--- src/design/fp_operate_map.vh ---
// Register map, field layout, reset values, trap-type, precision and opcode constants of the floating-point operate unit
`ifndef FP_OPERATE_MAP_VH
`define FP_OPERATE_MAP_VH

// Byte offsets on the register bus
`define OFS_INSTR      9'h000
`define OFS_STATUS     9'h004
`define OFS_IRQ_STATUS 9'h008
`define OFS_IRQ_CLEAR  9'h00c
`define OFS_IRQ_ENABLE 9'h010
`define FPREG_WIN_BIT  8

// Instruction register fields
`define INS_OPF_LSB 0
`define INS_RS2_LSB 9
`define INS_RS1_LSB 14
`define INS_RD_LSB  19

// Status register fields
`define ST_CEXC_LSB 0
`define ST_FCC_LSB  10
`define ST_FLAG_BIT 12
`define ST_FTT_LSB  14
`define ST_BUSY_BIT 31

// Interrupt status bits
`define IRQ_DONE_BIT 0
`define IRQ_TRAP_BIT 1

// Reset values
`define RST_INSTR      24'h000000
`define RST_IRQ_ENABLE 2'h0

// Trap-type codes
`define FTT_NONE        3'h0
`define FTT_UNFINISHED  3'h2
`define FTT_INVALID_REG 3'h6

// Precision codes
`define P_NONE 2'h0
`define P_S    2'h1
`define P_D    2'h2
`define P_Q    2'h3

// Operate opcodes
`define OP_INT_TO_SINGLE  9'h001
`define OP_INT_TO_DOUBLE  9'h002
`define OP_INT_TO_QUAD    9'h003
`define OP_SINGLE_TO_INT  9'h004
`define OP_DOUBLE_TO_INT  9'h005
`define OP_QUAD_TO_INT    9'h006
`define OP_SINGLE_TO_DBL  9'h007
`define OP_SINGLE_TO_QUAD 9'h008
`define OP_DOUBLE_TO_SGL  9'h009
`define OP_DOUBLE_TO_QUAD 9'h00a
`define OP_QUAD_TO_SGL    9'h00b
`define OP_QUAD_TO_DBL    9'h00c
`define OP_MOVE_SINGLE    9'h010
`define OP_NEGATE_SINGLE  9'h011
`define OP_ABS_SINGLE     9'h012
`define OP_SQRT_SINGLE    9'h020
`define OP_SQRT_DOUBLE    9'h021
`define OP_SQRT_QUAD      9'h022
`define OP_MUL_SINGLE     9'h030
`define OP_DIV_SINGLE     9'h031
`define OP_MUL_DOUBLE     9'h032
`define OP_SMUL_TO_DOUBLE 9'h033
`define OP_DIV_DOUBLE     9'h034
`define OP_MUL_QUAD       9'h035
`define OP_DMUL_TO_QUAD   9'h036
`define OP_DIV_QUAD       9'h037
`define OP_CMP_SINGLE     9'h040

`endif

--- src/design/fp_operate_dispatch.v ---
// Floating-point operate unit: alignment checks, operand gathering, routine dispatch and write-back
`timescale 1ns/1ps
`default_nettype none
`include "fp_operate_map.vh"
module fp_operate_dispatch (
  // Clock and reset
  input wire ref_clk,
  input wire sys_rst,
  // Avalon-MM slave
  input wire [8:0] avs_address,
  input wire avs_read,
  input wire avs_write,
  input wire [31:0] avs_writedata,
  input wire [3:0] avs_byteenable,
  output reg [31:0] avs_readdata,
  output reg avs_waitrequest,
  // Events
  output reg irq,
  output reg trap_request,
  output reg float_exception_flag
);
  localparam ST_IDLE = 3'd0;
  localparam ST_CHECK = 3'd1;
  localparam ST_ISSUE = 3'd2;
  localparam ST_CAPT = 3'd3;
  localparam ST_EXEC = 3'd4;
  localparam ST_WRITE = 3'd5;
  localparam ST_DONE = 3'd6;

  reg [2:0] state;
  reg [23:0] instr;
  reg [4:0] cexc;
  reg [1:0] fcc;
  reg [2:0] ftt;
  reg [1:0] irq_status;
  reg [1:0] irq_enable;
  reg mem_pend;
  reg [3:0] fcnt;
  reg [2:0] wcnt;
  reg [127:0] opa;
  reg [127:0] opb;
  reg [127:0] res;

  // Per-opcode shape: {known, src1 prec, src2 prec, dest prec}
  function [6:0] op_shape;
    input [8:0] op;
    begin
      case (op)
        `OP_INT_TO_SINGLE: op_shape = {1'b1, `P_NONE, `P_S, `P_S};
        `OP_INT_TO_DOUBLE: op_shape = {1'b1, `P_NONE, `P_S, `P_D};
        `OP_INT_TO_QUAD: op_shape = {1'b1, `P_NONE, `P_S, `P_Q};
        `OP_SINGLE_TO_INT: op_shape = {1'b1, `P_NONE, `P_S, `P_S};
        `OP_DOUBLE_TO_INT: op_shape = {1'b1, `P_NONE, `P_D, `P_S};
        `OP_QUAD_TO_INT: op_shape = {1'b1, `P_NONE, `P_Q, `P_S};
        `OP_SINGLE_TO_DBL: op_shape = {1'b1, `P_NONE, `P_S, `P_D};
        `OP_SINGLE_TO_QUAD: op_shape = {1'b1, `P_NONE, `P_S, `P_Q};
        `OP_DOUBLE_TO_SGL: op_shape = {1'b1, `P_NONE, `P_D, `P_S};
        `OP_DOUBLE_TO_QUAD: op_shape = {1'b1, `P_NONE, `P_D, `P_Q};
        `OP_QUAD_TO_SGL: op_shape = {1'b1, `P_NONE, `P_Q, `P_S};
        `OP_QUAD_TO_DBL: op_shape = {1'b1, `P_NONE, `P_Q, `P_D};
        `OP_MOVE_SINGLE: op_shape = {1'b1, `P_NONE, `P_S, `P_S};
        `OP_NEGATE_SINGLE: op_shape = {1'b1, `P_NONE, `P_S, `P_S};
        `OP_ABS_SINGLE: op_shape = {1'b1, `P_NONE, `P_S, `P_S};
        `OP_SQRT_SINGLE: op_shape = {1'b1, `P_NONE, `P_S, `P_S};
        `OP_SQRT_DOUBLE: op_shape = {1'b1, `P_NONE, `P_D, `P_D};
        `OP_SQRT_QUAD: op_shape = {1'b1, `P_NONE, `P_Q, `P_Q};
        `OP_MUL_SINGLE: op_shape = {1'b1, `P_S, `P_S, `P_S};
        `OP_DIV_SINGLE: op_shape = {1'b1, `P_S, `P_S, `P_S};
        `OP_MUL_DOUBLE: op_shape = {1'b1, `P_D, `P_D, `P_D};
        `OP_SMUL_TO_DOUBLE: op_shape = {1'b1, `P_S, `P_S, `P_D};
        `OP_DIV_DOUBLE: op_shape = {1'b1, `P_D, `P_D, `P_D};
        `OP_MUL_QUAD: op_shape = {1'b1, `P_Q, `P_Q, `P_Q};
        `OP_DMUL_TO_QUAD: op_shape = {1'b1, `P_D, `P_D, `P_Q};
        `OP_DIV_QUAD: op_shape = {1'b1, `P_Q, `P_Q, `P_Q};
        `OP_CMP_SINGLE: op_shape = {1'b1, `P_S, `P_S, `P_NONE};
        default: op_shape = {1'b0, `P_NONE, `P_NONE, `P_NONE};
      endcase
    end
  endfunction

  function [2:0] words;
    input [1:0] p;
    begin
      words = (p == `P_Q) ? 3'd4 : {1'b0, p};
    end
  endfunction

  function [31:0] lane_merge;
    input [31:0] old;
    input [31:0] neu;
    input [3:0] be;
    integer k;
    begin
      lane_merge = old;
      for (k = 0; k < 4; k = k + 1) begin
        if (be[k]) begin
          lane_merge[k*8 +: 8] = neu[k*8 +: 8];
        end
      end
    end
  endfunction

  // Decode of the held instruction
  wire [8:0] opf = instr[`INS_OPF_LSB +: 9];
  wire [6:0] shape = op_shape(opf);
  wire [2:0] n1 = words(shape[5:4]);
  wire [2:0] n2 = words(shape[3:2]);
  wire [2:0] nd = words(shape[1:0]);
  // Quad by quad gathers eight words, one bit more than a single operand count
  wire [3:0] nsrc = {1'b0, n1} + {1'b0, n2};
  wire [4:0] base1;
  wire [4:0] base2;
  wire [4:0] based;
  wire mis1;
  wire mis2;
  wire misd;

  reg_spec_align u_align_rs1 (
    .spec(instr[`INS_RS1_LSB +: 5]),
    .prec(shape[5:4]),
    .base(base1),
    .misaligned(mis1)
  );
  reg_spec_align u_align_rs2 (
    .spec(instr[`INS_RS2_LSB +: 5]),
    .prec(shape[3:2]),
    .base(base2),
    .misaligned(mis2)
  );
  reg_spec_align u_align_rd (
    .spec(instr[`INS_RD_LSB +: 5]),
    .prec(shape[1:0]),
    .base(based),
    .misaligned(misd)
  );

  // Bus request classification
  wire bus_req = (avs_read | avs_write) & avs_waitrequest & ~mem_pend;
  wire fp_hit = avs_address[`FPREG_WIN_BIT];
  wire [8:0] word_addr = {avs_address[8:2], 2'b00};
  // Register-file access and new instructions wait while an operate runs
  wire bus_fp_ok = bus_req & fp_hit & (state == ST_IDLE);
  wire launch = bus_req & avs_write & ~fp_hit & (word_addr == `OFS_INSTR) & (state == ST_IDLE);
  wire clr_wr = bus_req & avs_write & ~fp_hit & (word_addr == `OFS_IRQ_CLEAR);
  wire ctl_ok = bus_req & ~fp_hit & ~((word_addr == `OFS_INSTR) & avs_write & (state != ST_IDLE));
  wire [31:0] instr_merged = lane_merge({8'h00, instr}, avs_writedata, avs_byteenable);

  // Register file port sharing
  wire [3:0] fidx = (fcnt < {1'b0, n1}) ? fcnt : fcnt - {1'b0, n1};
  wire [4:0] fetch_addr = ((fcnt < {1'b0, n1}) ? base1 : base2) | {3'b000, fidx[1:0]};
  wire mem_we = (bus_fp_ok & avs_write) | (state == ST_WRITE);
  wire [4:0] mem_waddr = (state == ST_WRITE) ? (based | {3'b000, wcnt[1:0]}) : avs_address[6:2];
  wire [31:0] mem_wdata = (state == ST_WRITE) ? res[127:96] : avs_writedata;
  wire [3:0] mem_wbe = (state == ST_WRITE) ? 4'hf : avs_byteenable;
  wire [4:0] mem_raddr = (state == ST_ISSUE) ? fetch_addr : avs_address[6:2];
  wire [31:0] mem_q;

  fp_reg_file #(
    .WIDTH(32),
    .DEPTH(32),
    .AW(5)
  ) u_regs (
    .ref_clk(ref_clk),
    .we(mem_we),
    .waddr(mem_waddr),
    .wdata(mem_wdata),
    .wbe(mem_wbe),
    .raddr(mem_raddr),
    .rdata(mem_q)
  );

  // Routines: result, exception vector, condition vector, completion
  reg [127:0] r_val;
  reg [4:0] r_exc;
  reg [1:0] r_fcc;
  reg r_fcc_valid;
  reg r_done;
  reg [31:0] ka;
  reg [31:0] kb;
  reg nan_a;
  reg nan_b;

  always @* begin
    r_val = 128'h0;
    r_exc = 5'h00;
    r_fcc = 2'h0;
    r_fcc_valid = 1'b0;
    r_done = 1'b0;
    nan_a = (&opa[30:23]) & (|opa[22:0]);
    nan_b = (&opb[30:23]) & (|opb[22:0]);
    ka = opa[31] ? ~opa[31:0] : (opa[31:0] ^ 32'h80000000);
    kb = opb[31] ? ~opb[31:0] : (opb[31:0] ^ 32'h80000000);
    case (opf)
      `OP_MOVE_SINGLE: begin
        r_val = {96'h0, opb[31:0]};
        r_done = 1'b1;
      end
      `OP_NEGATE_SINGLE: begin
        r_val = {96'h0, opb[31:0] ^ 32'h80000000};
        r_done = 1'b1;
      end
      `OP_ABS_SINGLE: begin
        r_val = {96'h0, opb[31:0] & 32'h7fffffff};
        r_done = 1'b1;
      end
      `OP_CMP_SINGLE: begin
        r_done = 1'b1;
        r_fcc_valid = 1'b1;
        // Signalling NaN operand raises invalid in the top exception bit
        r_exc = {(nan_a & ~opa[22]) | (nan_b & ~opb[22]), 4'h0};
        if (nan_a | nan_b) begin
          r_fcc = 2'h3;
        end else if ((opa[30:0] == 31'h0) && (opb[30:0] == 31'h0)) begin
          r_fcc = 2'h0;
        end else if (ka < kb) begin
          r_fcc = 2'h1;
        end else if (ka > kb) begin
          r_fcc = 2'h2;
        end else begin
          r_fcc = 2'h0;
        end
      end
      // Conversions, square root, multiply and divide have no arithmetic core here
      default: begin
        r_done = 1'b0;
      end
    endcase
  end

  // Left-align the result so the even word leaves first
  reg [127:0] next_res;
  always @* begin
    case (nd)
      3'd1: next_res = {r_val[31:0], 96'h0};
      3'd2: next_res = {r_val[63:0], 64'h0};
      default: next_res = r_val;
    endcase
  end

  wire [1:0] ev_set = {(state == ST_CHECK) & ((mis1 | mis2 | misd) | ~shape[6]) |
                       (state == ST_EXEC) & ~r_done, state == ST_DONE};
  wire [1:0] next_irq_status = (irq_status & ~(clr_wr ? avs_writedata[1:0] : 2'h0)) | ev_set;

  // Operate sequencer
  always @(posedge ref_clk) begin
    if (sys_rst) begin
      state <= ST_IDLE;
      cexc <= 5'h00;
      fcc <= 2'h0;
      ftt <= `FTT_NONE;
      fcnt <= 4'd0;
      wcnt <= 3'd0;
      opa <= 128'h0;
      opb <= 128'h0;
      res <= 128'h0;
      trap_request <= 1'b0;
      float_exception_flag <= 1'b0;
      irq_status <= 2'h0;
      irq <= 1'b0;
    end else begin
      trap_request <= 1'b0;
      irq_status <= next_irq_status; // Set wins over clear
      irq <= |(next_irq_status & irq_enable);
      case (state)
        ST_IDLE: begin
          if (launch) begin
            float_exception_flag <= 1'b0;
            ftt <= `FTT_NONE;
            cexc <= 5'h00;
            opa <= 128'h0;
            opb <= 128'h0;
            fcnt <= 4'd0;
            state <= ST_CHECK;
          end
        end
        ST_CHECK: begin
          if (mis1 | mis2 | misd) begin
            trap_request <= 1'b1;
            float_exception_flag <= 1'b1;
            ftt <= `FTT_INVALID_REG;
            state <= ST_DONE;
          end else if (!shape[6]) begin
            // Unknown opcode is reported as unfinished
            trap_request <= 1'b1;
            float_exception_flag <= 1'b1;
            ftt <= `FTT_UNFINISHED;
            state <= ST_DONE;
          end else if (nsrc == 4'd0) begin
            state <= ST_EXEC;
          end else begin
            state <= ST_ISSUE;
          end
        end
        ST_ISSUE: begin
          state <= ST_CAPT;
        end
        ST_CAPT: begin
          if (fcnt < {1'b0, n1}) begin
            opa <= {opa[95:0], mem_q};
          end else begin
            opb <= {opb[95:0], mem_q};
          end
          fcnt <= fcnt + 4'd1;
          state <= (fcnt + 4'd1 == nsrc) ? ST_EXEC : ST_ISSUE;
        end
        ST_EXEC: begin
          cexc <= r_exc;
          if (r_fcc_valid) begin
            fcc <= r_fcc;
          end
          if (!r_done) begin
            trap_request <= 1'b1;
            float_exception_flag <= 1'b1;
            ftt <= `FTT_UNFINISHED;
            state <= ST_DONE;
          end else begin
            res <= next_res;
            wcnt <= 3'd0;
            state <= (nd == 3'd0) ? ST_DONE : ST_WRITE;
          end
        end
        ST_WRITE: begin
          res <= {res[95:0], 32'h0};
          wcnt <= wcnt + 3'd1;
          if (wcnt + 3'd1 == nd) begin
            state <= ST_DONE;
          end
        end
        ST_DONE: begin
          state <= ST_IDLE;
        end
        default: begin
          state <= ST_IDLE;
        end
      endcase
    end
  end

  // Avalon-MM slave: one answer per request, register-file reads one cycle later
  always @(posedge ref_clk) begin
    if (sys_rst) begin
      avs_waitrequest <= 1'b1;
      avs_readdata <= 32'h0;
      instr <= `RST_INSTR;
      irq_enable <= `RST_IRQ_ENABLE;
      mem_pend <= 1'b0;
    end else begin
      if (!avs_waitrequest) begin
        avs_waitrequest <= 1'b1;
      end else if (mem_pend) begin
        avs_readdata <= mem_q;
        avs_waitrequest <= 1'b0;
        mem_pend <= 1'b0;
      end else if (bus_fp_ok) begin
        if (avs_read) begin
          mem_pend <= 1'b1;
        end else begin
          avs_waitrequest <= 1'b0;
        end
      end else if (ctl_ok) begin
        avs_waitrequest <= 1'b0;
        avs_readdata <= 32'h0;
        if (avs_write) begin
          if (word_addr == `OFS_INSTR) begin
            instr <= instr_merged[23:0];
          end else if (word_addr == `OFS_IRQ_ENABLE) begin
            irq_enable <= avs_byteenable[0] ? avs_writedata[1:0] : irq_enable;
          end
        end else begin
          case (word_addr)
            `OFS_INSTR: avs_readdata <= {8'h00, instr};
            `OFS_STATUS: avs_readdata <= {state != ST_IDLE, 14'h0, ftt, 1'b0, float_exception_flag,
                                          fcc, 5'h00, cexc};
            `OFS_IRQ_STATUS: avs_readdata <= {30'h0, irq_status};
            `OFS_IRQ_ENABLE: avs_readdata <= {30'h0, irq_enable};
            default: avs_readdata <= 32'h0;
          endcase
        end
      end
    end
  end
endmodule // fp_operate_dispatch
`default_nettype wire

--- src/design/fp_reg_file.v ---
// Floating-point register file with byte-lane writes and a registered read port
`timescale 1ns/1ps
`default_nettype none
module fp_reg_file #(
  parameter WIDTH = 32,
  parameter DEPTH = 32,
  parameter AW = 5
) (
  // Clock
  input wire ref_clk,
  // Write port
  input wire we,
  input wire [AW-1:0] waddr,
  input wire [WIDTH-1:0] wdata,
  input wire [WIDTH/8-1:0] wbe,
  // Read port
  input wire [AW-1:0] raddr,
  output reg [WIDTH-1:0] rdata
);
  reg [WIDTH-1:0] mem [0:DEPTH-1];
  integer i;

  always @(posedge ref_clk) begin
    if (we) begin
      for (i = 0; i < WIDTH / 8; i = i + 1) begin
        if (wbe[i]) begin
          mem[waddr][i*8 +: 8] <= wdata[i*8 +: 8];
        end
      end
    end
    rdata <= mem[raddr];
  end
endmodule // fp_reg_file
`default_nettype wire

--- src/design/reg_spec_align.v ---
// Aligned register base and misalignment check for one register specifier
`timescale 1ns/1ps
`default_nettype none
`include "fp_operate_map.vh"
module reg_spec_align (
  // Specifier and operand precision
  input wire [4:0] spec,
  input wire [1:0] prec,
  // Aligned base register and fault
  output wire [4:0] base,
  output wire misaligned
);
  assign misaligned = ((prec == `P_D) & spec[0]) |
                      ((prec == `P_Q) & (|spec[1:0]));
  assign base = (prec == `P_Q) ? {spec[4:2], 2'b00} :
                (prec == `P_D) ? {spec[4:1], 1'b0} : spec;
endmodule // reg_spec_align
`default_nettype wire

--- config.mk ---
export PLATFORM = sky130hd
export DESIGN_NAME = fp_operate_dispatch
export DESIGN_NICKNAME = d
export VERILOG_FILES = /design/src/design/fp_operate_dispatch.v /design/src/design/fp_reg_file.v /design/src/design/reg_spec_align.v
export VERILOG_INCLUDE_DIRS = /design/src /design/src/design
export SDC_FILE = /design/constraint.sdc
export NUM_CORES = 2
export LEC_CHECK = 0
export BUFFER_PORTS_ARGS = -buffer_cell sky130_fd_sc_hd__buf_2
export CAP_MARGIN = 0
export CORE_ASPECT_RATIO = 0.8
export CORE_MARGIN = 2
export CORE_UTILIZATION = 55
export DETAILED_ROUTE_END_ITERATION = 10
export HOLD_SLACK_MARGIN = 0.12
export PLACE_DENSITY = 0.72
export SLEW_MARGIN = 20
export SYNTH_ARGS = -nofsm -noshare
export SYNTH_HDL_FRONTEND = slang
export SYNTH_HIERARCHICAL = 1
export SYNTH_SLANG_ARGS = --single-unit
--- constraint.sdc ---
create_clock -name ref_clk -period 4.23 [get_ports ref_clk]
set_input_delay 0 -clock ref_clk [delete_from_list [all_inputs] [get_ports ref_clk]]
set_output_delay 0 -clock ref_clk [all_outputs]
set_load 0.03 [all_outputs]
==> results.py <==
metrics = {
    "final_layout": {
        "multi_input_area_sq_mm": 0.01657,
        "fillers": 7103,
        "nets": 4555,
        "regArea_sq_mm": 0.03696,
        "drive_gt1_frac": 0.1242,
        "areaGrowthSynthToFinish_pct": 14.98,
    },
    "logic_synthesis": {
        "yosys-top-cells-area": "edfxtp_1, dfxtp_1, mux2i_1",
        "synth_top_area_cell": "edfxtp_1",
        "syn-num-nets": 4272,
        "synthFlopType": "edfxtp_1",
        "yosys-top-cells-count": "edfxtp_1, mux2i_1, nand2_1, nor2_1, dfxtp_1",
        "synth_xor_area_frac": 0.01179,
        "synthesis.area_sq_mm": 0.05495,
        "syn_inst": 4170,
        "synth-seq-area-share": 0.6725,
        "synth-edff-count": 1024,
        "synth_mux_area_frac": 0.09643,
        "synthMostInstantiatedCell": "edfxtp_1",
        "synth_warnings": 6,
        "synth-async-reset-ratio": 0,
        "yosys.cell_types.count": 73,
        "synth-compound-area-share": 0.08183,
        "avgSynthCellArea_sq_um": 13.18,
        "yosys.area.top_type_share": 0.5596,
        "synth_top_family_by_area": "simple AND/OR/NAND/NOR gates",
        "synth_seq_cells": 1334,
        "synth_fa_ha_area_frac": 0.01234,
        "yosys.area_share.simple": 0.09718,
    },
    "pwr": {
        "p_comb_frac": 0.087,
        "switchingPower_w": 0.006524,
        "seq_power_share": 0.525,
        "swShare": 0.2360,
        "p_int_w": 0.02112,
        "p_leak_nw": 22.83,
        "clkPwrFrac": 0.388,
        "power_density_mw_per_mm2": 437.6,
        "irDropWorstVdd_mv": 0.4136,
    },
    "routing": {
        "drc": 0,
        "wire_per_inst_microns": 24.66,
        "drt_pass1_iterations": 6,
        "wl_mm": 144.5,
        "via_per_inst": 6.209,
        "num_vias": 36400,
        "final_antenna_net_count": 0,
        "initialDrtViolationCount": 4987,
    },
    "setup_path": {
        "max_stage_delay_ns": 0.45,
        "path_class": "flip-flop to flip-flop",
        "cp_top_family": "simple AND/OR/NAND/NOR gates",
        "r2r-start": "instr[8]",
        "crit_top_cell": "buf_12",
        "r2r_setup_slack_ns": 0.21,
        "crit_chain": "nor2_2, and2_1, nor2b_1, ha_1, fa_1, inv_1, a211oi_2, buf_4, nor3b_1, a21oi_2, mux2_2, buf_12, nor2_4, buf_12, a22o_1, nor3_1, a31oi_1, nand3_1",
        "cp_max_fo": 42,
        "worst_setup_path_start_kind": "flip-flop",
        "critPathCaptureType": "flip-flop",
        "crit_slowest_cell": "dfxtp_1",
        "crit_buf_inv": 4,
        "crit_required_ns": 4.79,
        "critPathLaunch": "instr[8]",
        "cp.arrival_ns": 4.58,
    },
    "timing": {
        "maxSlewViolCount": 0,
        "fin_crit_sh": 0.9492,
        "timing.final.ws_setup_ns": 0.2148,
        "worst_pin_slew_ns": 1.098,
        "rsz0062_at_grt": "false",
        "min_period_ns": 4.015,
        "setup_tns_ns": 0,
        "clock_skew_ns": 0.02280,
        "fmax_ghz": 0.2491,
        "setup_viol": 0,
        "max_slew_margin": 0.2678,
        "hold_violations": 0,
    },
    "cts": {
        "clk_latency_ns": 0.71,
        "cts_root_buf": "clkbuf_16",
        "numCtsBuffers": 120,
        "cts_tree": "built",
        "clkSlewWorstSetupHoldPaths_ns": 0.07,
        "postCtsSetupBuffers": 0,
        "cts.sinks": 1334,
        "htree_levels": 3,
        "cts_buffer_depth": 3,
    },
    "place": {
        "globalplace.congestion": 0.9188,
        "dp_slack_ns": 0.3037,
        "dp_hpwl_mm": 92.73,
        "port_buffers": 82,
    },
    "global_route": {
        "grt_util_met1": 0.4207,
        "grt.busiest_layer": "met1",
        "grt_pass1_vias": 34100,
        "grt_max_degree": 204,
        "grtUsageMet3": 0.05781,
        "grt_antenna_before_repair": 1,
        "gr-usage-met2": 0.4127,
        "grt_first_pass_wirelength_mm": 215.3,
        "grt_usage": 0.2803,
        "grt-ovfl-total": 0,
    },
    "status": {
        "outcome": "finished clean",
    },
    "floorplan": {
        "row_count": 103,
        "fp.dieH_microns": 286.7,
        "die_w_microns": 357.4,
        "io_pins": 85,
        "dieArea_sq_mm": 0.1025,
        "core_area_sq_mm": 0.09885,
        "start_util": 0.5559,
    },
    "run": {
        "cap_violations": 0,
    },
    "worst_hold_path": {
        "hp-start": "avs_byteenable[0]",
        "hp-class": "input port to flip-flop",
    },
}
==> tightest hold or removal path, cell delays in order <==
cell and delay, ns:
buf_2 0.13, and4b_1 0.20, buf_4 0.21, a22oi_4 0.15
inv_2 0.17
==> power by group through the flow <==
stage | clock network, W | registers [W] | logic, W
6_report | 0.0107 | 0.0145 | 0.00240
5_1_grt | 0.0114 | 0.0145 | 0.00253
4_1_cts | 0.0108 | 0.0145 | 0.00235
3_5_place_dp | 0 | 0.0148 | 0.00230
3_3_place_gp | 0 | 0.0148 | 0.00227
2_1_floorplan | 0 | 0.0147 | 0.00133
==> area by class of cell <==
type / count / area share
flip-flops and latches: 1334 / 0.5849
multi-input cells: 2519 / 0.2623
repair buffers: 458 / 0.06442
clock buffers: 165 / 0.05226
well taps: 1312 / 0.02598
clock inverters: 52 / 0.008832
inverters: 20 / 0.001188
diodes: 2 / 0.00007921
==> cell families (layout without fill, tap and decap cells) <==
kind of cell | after synthesis | in the layout
flip-flops | 1334 | 1334
AND/OR/NAND/NOR | 1193 | 1193
AO/OA/AOI/OAI | 670 | 670
multiplexers | 529 | 529
buffers and inverters | 317 | 695
XOR/XNOR | 74 | 74
adder cells (fa/ha/maj) | 53 | 53
other | 0 | 2
==> cells in the final DEF, fill, tap and decap left out, types with 111 or more instances in the layout <==
master,n
a21oi_1,256
a22oi_1,136
buf_4,221
clkbuf_16,120
dfxtp_1,308
dlygate4sd3_1,111
edfxtp_1,1024
mux2i_1,526
nand2_1,388
nand3_1,229
nor2_1,314
nor3_1,129
==> metrics by stage <==
stage / util / power, W / cell area (sq um) / hold slack [ns] / std cells
finish: 0.6392 / 0.02765 / 63180 / 0.2121 / 5862
global route: 0.6392 / 0.02841 / 63180 / 0.2202 / 5860
CTS: 0.6390 / 0.02771 / 63170 / 0.1333 / 5860
detailed placement: 0.5888 / 0.01709 / 58200 / 0.2771 / 5532
global placement: 0.5888 / 0.01706 / 58200 / 0.2726 / 5532
floorplan: - / 0.01607 / 54950 / 0.1360 / 4170
==> registers in the layout, summed over array words and instances (netlist names), 2 cells and up, named ones only <==
register      count
fcc               2
u_regs/mem     1024
wcnt              3
res             128
instr            24
avs_readdata     32
opb              32
fcnt              4
state             3
opa              32
u_regs/rdata     32
irq_status        2
ftt               2
irq_enable        2
==> layer usage <==
metal | vias to the layer above | share of wire
met1 | 18030 | 0.42
met2 | 1886 | 0.44
met3 | 287 | 0.10
met5 | - | 0.00017
met4 | 2 | 0.030
li1 | 16200 | -
==> timing repair <==
item / CTS / global route
endpoints found under the setup margin: 0 / 1
hold buffers: 111 / 0
endpoints found under the hold margin: 1026 / 0
resized for setup: 0 / 2
==> worst paths after layout <==
| kind | to | cells after the start |
|---|---|---|
| worst max register to register | u_regs/rdata[19] | 18 |
| worst min register to register | res[25] | 2 |
| worst min-delay path | instr[2] | 5 |
| worst max-delay path | u_regs/rdata[19] | 18 |
(Power assumes the default switching activity.)
